### config.mk
export PLATFORM = sky130hd
export DESIGN_NAME = eag_core
export DESIGN_NICKNAME = d
export VERILOG_FILES = /design/src/core/eag_pkg.sv /design/src/core/eag_core.sv
export SDC_FILE = /design/constraint.sdc
export NUM_CORES = 1
export LEC_CHECK = 0
export CAP_MARGIN = 20
export CORE_ASPECT_RATIO = 1.4
export CORE_MARGIN = 2
export CORE_UTILIZATION = 60
export DETAILED_ROUTE_END_ITERATION = 8
export DONT_BUFFER_PORTS = 1
export PLACE_DENSITY = 0.76
export SYNTH_ARGS = -nofsm -noshare
export SYNTH_HDL_FRONTEND = slang
export SYNTH_SLANG_ARGS = --single-unit
export TNS_END_PERCENT = 50
### constraint.sdc
create_clock -name hclk -period 6.58 [get_ports hclk]
set_input_delay 0.987 -clock hclk [delete_from_list [all_inputs] [get_ports hclk]]
set_output_delay 0.987 -clock hclk [all_outputs]
set_load 0.01 [all_outputs]
### src/core/eag_pkg.sv
// extended address generation: shared constants and types
// assumes a 32-bit AHB-Lite register bus and one core clock
package eag_pkg;

	// register indices; byte address is four times the index
	localparam int        NUM_REGS = 13;
	localparam logic [7:0] IDX_STKL  = 8'h81;
	localparam logic [7:0] IDX_PTR0L = 8'h82;
	localparam logic [7:0] IDX_PTR0H = 8'h83;
	localparam logic [7:0] IDX_PTR1L = 8'h84;
	localparam logic [7:0] IDX_PTR1H = 8'h85;
	localparam logic [7:0] IDX_PTR0U = 8'h93;
	localparam logic [7:0] IDX_PTR1U = 8'h95;
	localparam logic [7:0] IDX_STKH  = 8'h9b;
	localparam logic [7:0] IDX_BANK  = 8'h9c;
	localparam logic [7:0] IDX_PLAT  = 8'ha0;
	localparam logic [7:0] IDX_MXU   = 8'hea;
	localparam logic [7:0] IDX_CTRL  = 8'hf0;
	localparam logic [7:0] IDX_STAT  = 8'hf1;
	localparam logic [7:0] REG_IDX [NUM_REGS] = '{IDX_STKL, IDX_PTR0L,
		IDX_PTR0H, IDX_PTR1L, IDX_PTR1H, IDX_PTR0U, IDX_PTR1U, IDX_STKH,
		IDX_BANK, IDX_PLAT, IDX_MXU, IDX_CTRL, IDX_STAT};
	// slot of each register in the register array
	localparam int R_STKL = 0, R_PTR0L = 1, R_PTR0H = 2, R_PTR1L = 3;
	localparam int R_PTR1H = 4, R_PTR0U = 5, R_PTR1U = 6, R_STKH = 7;
	localparam int R_BANK = 8, R_PLAT = 9, R_MXU = 10, R_CTRL = 11;
	localparam int R_STAT = 12;
	localparam logic [7:0] REG_RESET = 8'h00;

	// address control register fields
	localparam int         MODE_LSB    = 0;
	localparam int         STACK10_BIT = 2;
	localparam logic [1:0] SEL_M16     = 2'h0;
	localparam logic [1:0] SEL_PAGED   = 2'h1;
	localparam logic [1:0] SEL_CONTIG  = 2'h2;

	// bus decode
	localparam int         IDX_LSB     = 2;
	localparam int         IDX_MSB     = 9;
	localparam logic [1:0] HTRANS_NSEQ = 2'h2;

	// address map
	localparam int MEM_AW   = 20;
	localparam int SEL_W    = 22;
	localparam int SRAM_BIT = 22;
	localparam int SRAM_AW  = 12;
	localparam int CHIP_LSB = 20;
	localparam int SCRATCH_BYTES = 256;
	localparam int SRAM_BYTES    = 4096;
	localparam int MSG_BYTES     = 512;

	typedef enum logic [1:0] {EAG_M16, EAG_PAGED, EAG_CONTIG} eag_mode_t;
	typedef enum logic [2:0] {KIND_FETCH, KIND_VECTOR, KIND_XMOV_P0,
		KIND_XMOV_P1, KIND_XMOV_IX, KIND_STACK} eag_kind_t;
	typedef enum logic [2:0] {OP_PLAIN, OP_CALL_RET, OP_IRQ, OP_INC_DP,
		OP_LONG_BRANCH} eag_op_t;

endpackage

### src/core/eag_core.sv
// extended address generation: mode select, effective address build,
// chip enable decode and extra-cycle flags, registers on AHB-Lite
// assumes core requests are synchronous to hclk, one per cycle at most
`timescale 1ns/1ns
`default_nettype none

// Operation
// - reset always returns to 16-bit mode
// - two-bit field selects addressing mode
// - 16-bit mode reaches only 64kB each
// - paged mode: calls and returns one extra
// - paged mode: interrupt response one cycle longer
// - paged mode: vectors fetched from lowest page
// - contiguous mode: full 22-bit program counter saved
// - contiguous mode: branches use 22-bit forms
// - contiguous mode: pointer increment one extra cycle
// - 22 bits select memory, bit 22 maps SRAM
// - first pointer move uses upper, high, low
// - second pointer move uses its three bytes
// - indexed move: upper byte, port latch, index
// - paged fetch takes bits 23-16 from bank
// - 10-bit stack: high byte, then low pointer
// - 20-bit bus, four program, four data enables
// - three internal memories: 256, 4k, 512 bytes
module eag_core (
	// clock and reset
	input  wire logic              hclk,
	input  wire logic              hresetn,
	// ahb-lite slave
	input  wire logic              hsel,
	input  wire logic [31:0]       haddr,
	input  wire logic [1:0]        htrans,
	input  wire logic              hwrite,
	input  wire logic [2:0]        hsize,
	input  wire logic [31:0]       hwdata,
	input  wire logic              hready,
	output logic      [31:0]       hrdata,
	output logic                   hreadyout,
	output logic                   hresp,
	// core address request
	input  wire logic              req_valid,
	input  wire eag_pkg::eag_kind_t req_kind,
	input  wire eag_pkg::eag_op_t  req_op,
	input  wire logic [21:0]       req_pc,
	input  wire logic [7:0]        req_index,
	// address answer
	output logic                   ans_valid,
	output logic [23:0]            ans_addr,
	output logic [19:0]            mem_addr,
	output logic [3:0]             prog_ce_n,
	output logic [3:0]             data_pe_n,
	output logic                   int_sram_sel,
	output logic                   extra_cycle,
	output logic                   wide_form
);

	logic [7:0]          reg_file [eag_pkg::NUM_REGS];
	logic [eag_pkg::NUM_REGS-1:0] rd_hit;
	logic [eag_pkg::NUM_REGS-1:0] wr_hit;
	logic [7:0]          rd_idx;
	logic                addr_ok;
	logic                rd_req;
	logic                wr_req;
	logic                wr_pend;
	logic [7:0]          wr_idx;
	logic [7:0]          rd_val;
	logic [7:0]          status;
	eag_pkg::eag_mode_t  mode;
	logic [23:0]         next_ea;
	logic                next_sram;
	logic                next_extra;
	logic                next_wide;
	logic [3:0]          chip_sel_n;
	logic                is_prog;
	logic                is_data;

	// ---------------- bus decode ----------------
	assign rd_idx  = haddr[eag_pkg::IDX_MSB:eag_pkg::IDX_LSB];
	assign addr_ok = (haddr[31:eag_pkg::IDX_MSB+1] == '0);
	assign rd_req  = hsel && hready && (htrans == eag_pkg::HTRANS_NSEQ)
		&& !hwrite && addr_ok;
	assign wr_req  = hsel && hready && (htrans == eag_pkg::HTRANS_NSEQ)
		&& hwrite && addr_ok;

	// per-register decode of the read index and pending write index
	genvar gi;
	generate
		for (gi = 0; gi < eag_pkg::NUM_REGS; gi++) begin : g_dec
			assign rd_hit[gi] = (rd_idx == eag_pkg::REG_IDX[gi]);
			assign wr_hit[gi] = wr_pend && (wr_idx == eag_pkg::REG_IDX[gi])
				&& (gi != eag_pkg::R_STAT);
		end
	endgenerate

	// status: decoded mode and whether last answer hit internal SRAM
	assign status = {5'h00, int_sram_sel, mode};

	// read mux; a write still in its data phase is forwarded so that
	// a read right behind it sees the new value
	always_comb begin
		rd_val = eag_pkg::REG_RESET;
		for (int i = 0; i < eag_pkg::NUM_REGS; i++) begin
			if (rd_hit[i]) begin
				if (i == eag_pkg::R_STAT)
					rd_val = status;
				else if (wr_hit[i])
					rd_val = hwdata[7:0];
				else
					rd_val = reg_file[i];
			end
		end
	end

	// zero wait states, always OKAY
	always_ff @(posedge hclk or negedge hresetn) begin
		if (!hresetn) begin
			hreadyout <= 1'b1;
			hresp     <= 1'b0;
		end else begin
			hreadyout <= 1'b1;
			hresp     <= 1'b0;
		end
	end

	always_ff @(posedge hclk or negedge hresetn) begin
		if (!hresetn)
			hrdata <= '0;
		else if (rd_req)
			hrdata <= {24'h000000, rd_val};
	end

	always_ff @(posedge hclk or negedge hresetn) begin
		if (!hresetn) begin
			wr_pend <= 1'b0;
			wr_idx  <= eag_pkg::REG_RESET;
		end else if (hready) begin
			wr_pend <= wr_req;
			wr_idx  <= rd_idx;
		end
	end

	generate
		for (gi = 0; gi < eag_pkg::NUM_REGS; gi++) begin : g_reg
			always_ff @(posedge hclk or negedge hresetn) begin
				if (!hresetn)
					reg_file[gi] <= eag_pkg::REG_RESET;
				else if (wr_hit[gi])
					reg_file[gi] <= hwdata[7:0];
			end
		end
	endgenerate

	// ---------------- mode ----------------
	// mode field decode
	always_comb begin
		case (reg_file[eag_pkg::R_CTRL][eag_pkg::MODE_LSB +: 2])
			eag_pkg::SEL_PAGED:  mode = eag_pkg::EAG_PAGED;
			eag_pkg::SEL_CONTIG: mode = eag_pkg::EAG_CONTIG;
			// reserved code falls back to the safe 16-bit map
			default:             mode = eag_pkg::EAG_M16;
		endcase
	end

	// ---------------- effective address ----------------
	always_comb begin
		next_ea = 24'h000000;
		case (req_kind)
			eag_pkg::KIND_FETCH: begin
				if (mode == eag_pkg::EAG_PAGED)
					next_ea = {reg_file[eag_pkg::R_BANK], req_pc[15:0]};
				else if (mode == eag_pkg::EAG_CONTIG)
					next_ea = {2'b00, req_pc};
				else
					next_ea = {8'h00, req_pc[15:0]};
			end
			eag_pkg::KIND_VECTOR: begin
				if (mode == eag_pkg::EAG_PAGED)
					next_ea = {16'h0000, req_pc[7:0]};
				else if (mode == eag_pkg::EAG_CONTIG)
					next_ea = {2'b00, req_pc};
				else
					next_ea = {8'h00, req_pc[15:0]};
			end
			eag_pkg::KIND_XMOV_P0:
				next_ea = {reg_file[eag_pkg::R_PTR0U],
					reg_file[eag_pkg::R_PTR0H], reg_file[eag_pkg::R_PTR0L]};
			eag_pkg::KIND_XMOV_P1:
				next_ea = {reg_file[eag_pkg::R_PTR1U],
					reg_file[eag_pkg::R_PTR1H], reg_file[eag_pkg::R_PTR1L]};
			eag_pkg::KIND_XMOV_IX:
				next_ea = {reg_file[eag_pkg::R_MXU], reg_file[eag_pkg::R_PLAT],
					req_index};
			eag_pkg::KIND_STACK: begin
				if (reg_file[eag_pkg::R_CTRL][eag_pkg::STACK10_BIT])
					next_ea = {8'h00, reg_file[eag_pkg::R_STKH],
						reg_file[eag_pkg::R_STKL]};
				else
					next_ea = {16'h0000, reg_file[eag_pkg::R_STKL]};
			end
			default: next_ea = 24'h000000;
		endcase
		if (mode == eag_pkg::EAG_M16)
			next_ea[23:16] = 8'h00;
	end

	// 4k SRAM window
	// the first 4kB above the space is backed (bit 23 is not decoded, so its image at bit 23 set also hits), the rest is external
	assign next_sram = next_ea[eag_pkg::SRAM_BIT]
		&& (next_ea[eag_pkg::SEL_W-1:eag_pkg::SRAM_AW] == '0);

	assign is_prog = (req_kind == eag_pkg::KIND_FETCH)
		|| (req_kind == eag_pkg::KIND_VECTOR);
	assign is_data = (req_kind == eag_pkg::KIND_XMOV_P0)
		|| (req_kind == eag_pkg::KIND_XMOV_P1)
		|| (req_kind == eag_pkg::KIND_XMOV_IX);

	assign chip_sel_n = ~(4'h1 << next_ea[eag_pkg::CHIP_LSB +: 2]);

	always_comb begin
		next_extra = 1'b0;
		next_wide  = 1'b0;
		case (mode)
			eag_pkg::EAG_PAGED:
				next_extra = (req_op == eag_pkg::OP_CALL_RET)
					|| (req_op == eag_pkg::OP_IRQ);
			eag_pkg::EAG_CONTIG: begin
				next_extra = (req_op == eag_pkg::OP_INC_DP);
				next_wide  = (req_op == eag_pkg::OP_CALL_RET)
					|| (req_op == eag_pkg::OP_LONG_BRANCH);
			end
			default: begin
				next_extra = 1'b0;
				next_wide  = 1'b0;
			end
		endcase
	end

	// answer registers, one cycle behind the request
	always_ff @(posedge hclk or negedge hresetn) begin
		if (!hresetn) begin
			ans_valid    <= 1'b0;
			ans_addr     <= 24'h000000;
			mem_addr     <= '0;
			int_sram_sel <= 1'b0;
			extra_cycle  <= 1'b0;
			wide_form    <= 1'b0;
		end else begin
			ans_valid <= req_valid;
			if (req_valid) begin
				ans_addr     <= next_ea;
				mem_addr     <= next_ea[eag_pkg::MEM_AW-1:0];
				int_sram_sel <= next_sram;
				extra_cycle  <= next_extra;
				wide_form    <= next_wide;
			end
		end
	end

	// enables fall back to idle between answers; internal hits stay off bus
	always_ff @(posedge hclk or negedge hresetn) begin
		if (!hresetn) begin
			prog_ce_n <= 4'hf;
			data_pe_n <= 4'hf;
		end else begin
			prog_ce_n <= (req_valid && is_prog && !next_sram)
				? chip_sel_n : 4'hf;
			data_pe_n <= (req_valid && is_data && !next_sram)
				? chip_sel_n : 4'hf;
		end
	end
endmodule // eag_core

`default_nettype wire

==> results.yml <==
synth:
  synthFlopType: "dfrtp_1"
  synth_edf_count: 0
  yosys.area_share.simple_pct: 15.24
  synth_top_family_by_area: "multiplexers"
  synth_compound_area_share_pct: 13.32
  avgSynthCellArea_um2: 10.42
  synth_area_um2: 8388
  synth_seq_cells: 149
  postSynthCellCount: 805
  async_flop_share_pct: 100.0
  synth_seq_area_share_pct: 44.57
  yosys.area.top_type: "dfrtp_1"
  synth_mux_area_share_pct: 17.59
  yosys-top-cells-count: "141 x dfrtp_1, 93 x mux2_2, 61 x nand2_1"
  synth_xor_area_share_pct: 0.3132
  ys_warn_count: 0
  synth_top_area_share_pct: 42.06
  synthTopCellsByArea: "dfrtp_1 42%, mux2_2 12%, buf_4 4.5%"
  synthAdderAreaFrac_pct: 0.4475
  synth.most_common_cell: "dfrtp_1"
  synth_cell_types: 75
floorplan:
  io_pins: 201
  core-area_um2: 13780
  initial_core_util_pct: 60.86
  std_cell_rows: 51
  dieArea_um2: 14960
  dieHeight_um: 143.9
  die_w_um: 103.9
grt:
  antenna_found_initial: 0
  grt_max_degree: 150
  grt_pass1_wl_um: 37190
  grt_use_total_pct: 32.79
  grt_overflow_total: 0
  grt_pass1_vias: 6530
cts:
  cts_tree: "done"
  path_clk_slew_ps: 60
  clk_latency_ps: 420
  cts_buffer_depth: 2
  cts-htree-levels: 4
  cts_hold_buf: 0
  cts_root_buf: "clkbuf_16"
  cts_resized: 0
  post_cts.repair.setup_buffers: 0
  cts_buffers: 17
  clock-sinks: 149
setup_path:
  regToRegSetupSlack_ps: 3670
  critPathTopFamily: "simple AND/OR/NAND/NOR gates"
  worstSetupPathType: "reg -> reg"
  path_depth: 7
  cp_cell_sequence: "nor4b_4 -> and4_1 -> mux2_2 -> nor2b_1 -> o21ai_1 -> a31oi_1 -> o31a_1"
  slowest_delay_ps: 570
  worst-path-buf-inv: 0
  crit_required_ps: 6880
  cp-start-kind: "flip-flop"
  crit_arrival_ps: 3210
  crit_path_top_delay_cell: "and4_1"
  cp-end-kind: "flip-flop"
  reg2regPathDepth: 7
  cp_max_fo: 10
timing:
  worst_pin_slew_ps: 828.5
  drv_slew: 0
  relSlewSlack_pct: 44.65
  setup_ws_ps: 3669
  fmax_mhz: 343.5
  setup_viol: 0
  rsz0062_at_grt: "no"
  timing.hold.ws_ps: 257.5
  hold_violations: 0
  tns_ps: 0
  period_needed_ps: 2911
  finalCritPeriodShare_pct: 44.25
  fin_skew_ps: 11.55
routing:
  drtAntennaViolNets: 0
  drt_iter0_drc: 660
  via_count: 6408
  drc_errors: 0
  via_per_inst: 6.661
  wirelength_um: 24200
  wire_per_inst_um: 25.15
  drt_pass1_iterations: 5
hold_path:
  hold_class: "in -> async"
run_status:
  status: "complete, no violations"
placed_design:
  port_buffers: 0
  dp_hpwl_um: 17680
  placed_area_um2: 8163
  gp_congestion: 1.011
  pre_cts_ws_ps: 3361
pwr:
  vdd_drop_max_v: 0.0001307
  pwr-share-seq_pct: 48.6
  power_density_nw_per_um2: 235.2
  switching_share_pct: 24.70
  p_leak_nw: 3.773
  p_int_w: 0.001549
  clkPwrFrac_pct: 45.1
  p_comb_share_pct: 6.3
  power.switching_w: 0.0005082
layout:
  antenna_cells: 0
  fin_nets: 878
  fill_cells: 1123
  drive_gt1_share_pct: 20.72
  area_growth_pct: 4.266
  postLayoutCellArea_um2: 8746
flow_run:
  maxCapViolations: 0
==> final cells by class <==
type / instances / area, um^2 / share of cell area [%]
clock buffers: 20 / 456.7 / 5.222
clock inverters: 12 / 103.9 / 1.187
inverters: 33 / 123.9 / 1.416
multi-input cells: 555 / 4039 / 46.18
flip-flops and latches: 149 / 3739 / 42.75
well taps: 185 / 231.5 / 2.647
repair buffers: 8 / 52.55 / 0.6009
==> sequential cells by signal (all words and copies together), names as in the netlist <==
signal        flops
wide_form         1
data_pe_n         4
extra_cycle       1
int_sram_sel      1
prog_ce_n         4
ans_valid         1
mem_addr         19
hrdata            8
reg_file         96
ans_addr          5
wr_idx            8
wr_pend           1
==> layout by cell type, fill, tap and decap left out, drive strengths merged, types with 10 or more instances in the layout <==
| cell | n |
|---|---|
| nand4 | 10 |
| o22ai | 11 |
| a221oi | 11 |
| inv | 34 |
| nor2 | 47 |
| clkbuf | 22 |
| conb | 26 |
| a22oi | 16 |
| o21ai | 42 |
| nand2b | 11 |
| dfrtp | 141 |
| mux2i | 36 |
| mux2 | 98 |
| nand2 | 61 |
| nand3 | 17 |
| a21oi | 43 |
==> worst paths after layout <==
check,start,end
max,wr_idx[3],hrdata[1]
min,hresetn,mem_addr[3]
max reg2reg,wr_idx[3],hrdata[1]
min reg2reg,reg_file[14],reg_file[14]
max in group asynchronous,hresetn,mem_addr[17]
min in group hclk,reg_file[14],reg_file[14]
==> per-layer routing <==
layer	track usage, %	part of all wire (%)
met5	0	0
met1	37.21	36
met2	57.06	50
met4	16.29	4.8
met3	9.116	9.0
==> kinds of logic (layout without fill, tap and decap cells) <==
| family | after synthesis | in the layout |
|---|---|---|
| simple gates | 219 | 219 |
| flops | 149 | 149 |
| xor+xnor | 3 | 3 |
| buf+inv | 125 | 73 |
| other cells | 2 | 26 |
| compound gates | 170 | 170 |
| fa+ha+maj | 3 | 3 |
| mux | 134 | 134 |
==> through the flow <==
| stage | instances | power (W) | util, % |
|---|---|---|---|
| 2_1_floorplan | 829 | 0.001155 | - |
| 3_3_place_gp | 926 | 0.001136 | 59.22 |
| 3_5_place_dp | 926 | 0.001142 | 59.22 |
| 4_1_cts | 958 | 0.002053 | 63.29 |
| 5_1_grt | 962 | 0.002110 | 63.45 |
| 6_report | 962 | 0.002057 | 63.45 |
==> power groups by stage <==
stage	clock (W)	combinational [W]	sequential [W]
4_1_cts	0.000926	0.000127	0.000999
5_1_grt	0.000965	0.000141	0.00100
6_report	0.000928	0.000130	0.000999
3_5_place_dp	0	0.000127	0.00102
3_3_place_gp	0	0.000123	0.00101
2_1_floorplan	0	0.000158	0.000997
==> worst reg2reg max path, stage by stage, from the launching register on <==
cell     delay, ps
dfrtp_1        510
nor4b_4        510
and4_1         580
mux2_2         410
nor2b_1        130
o21ai_1        150
a31oi_1        170
o31a_1         340
No activity file was read; power rests on OpenSTA's default activity.
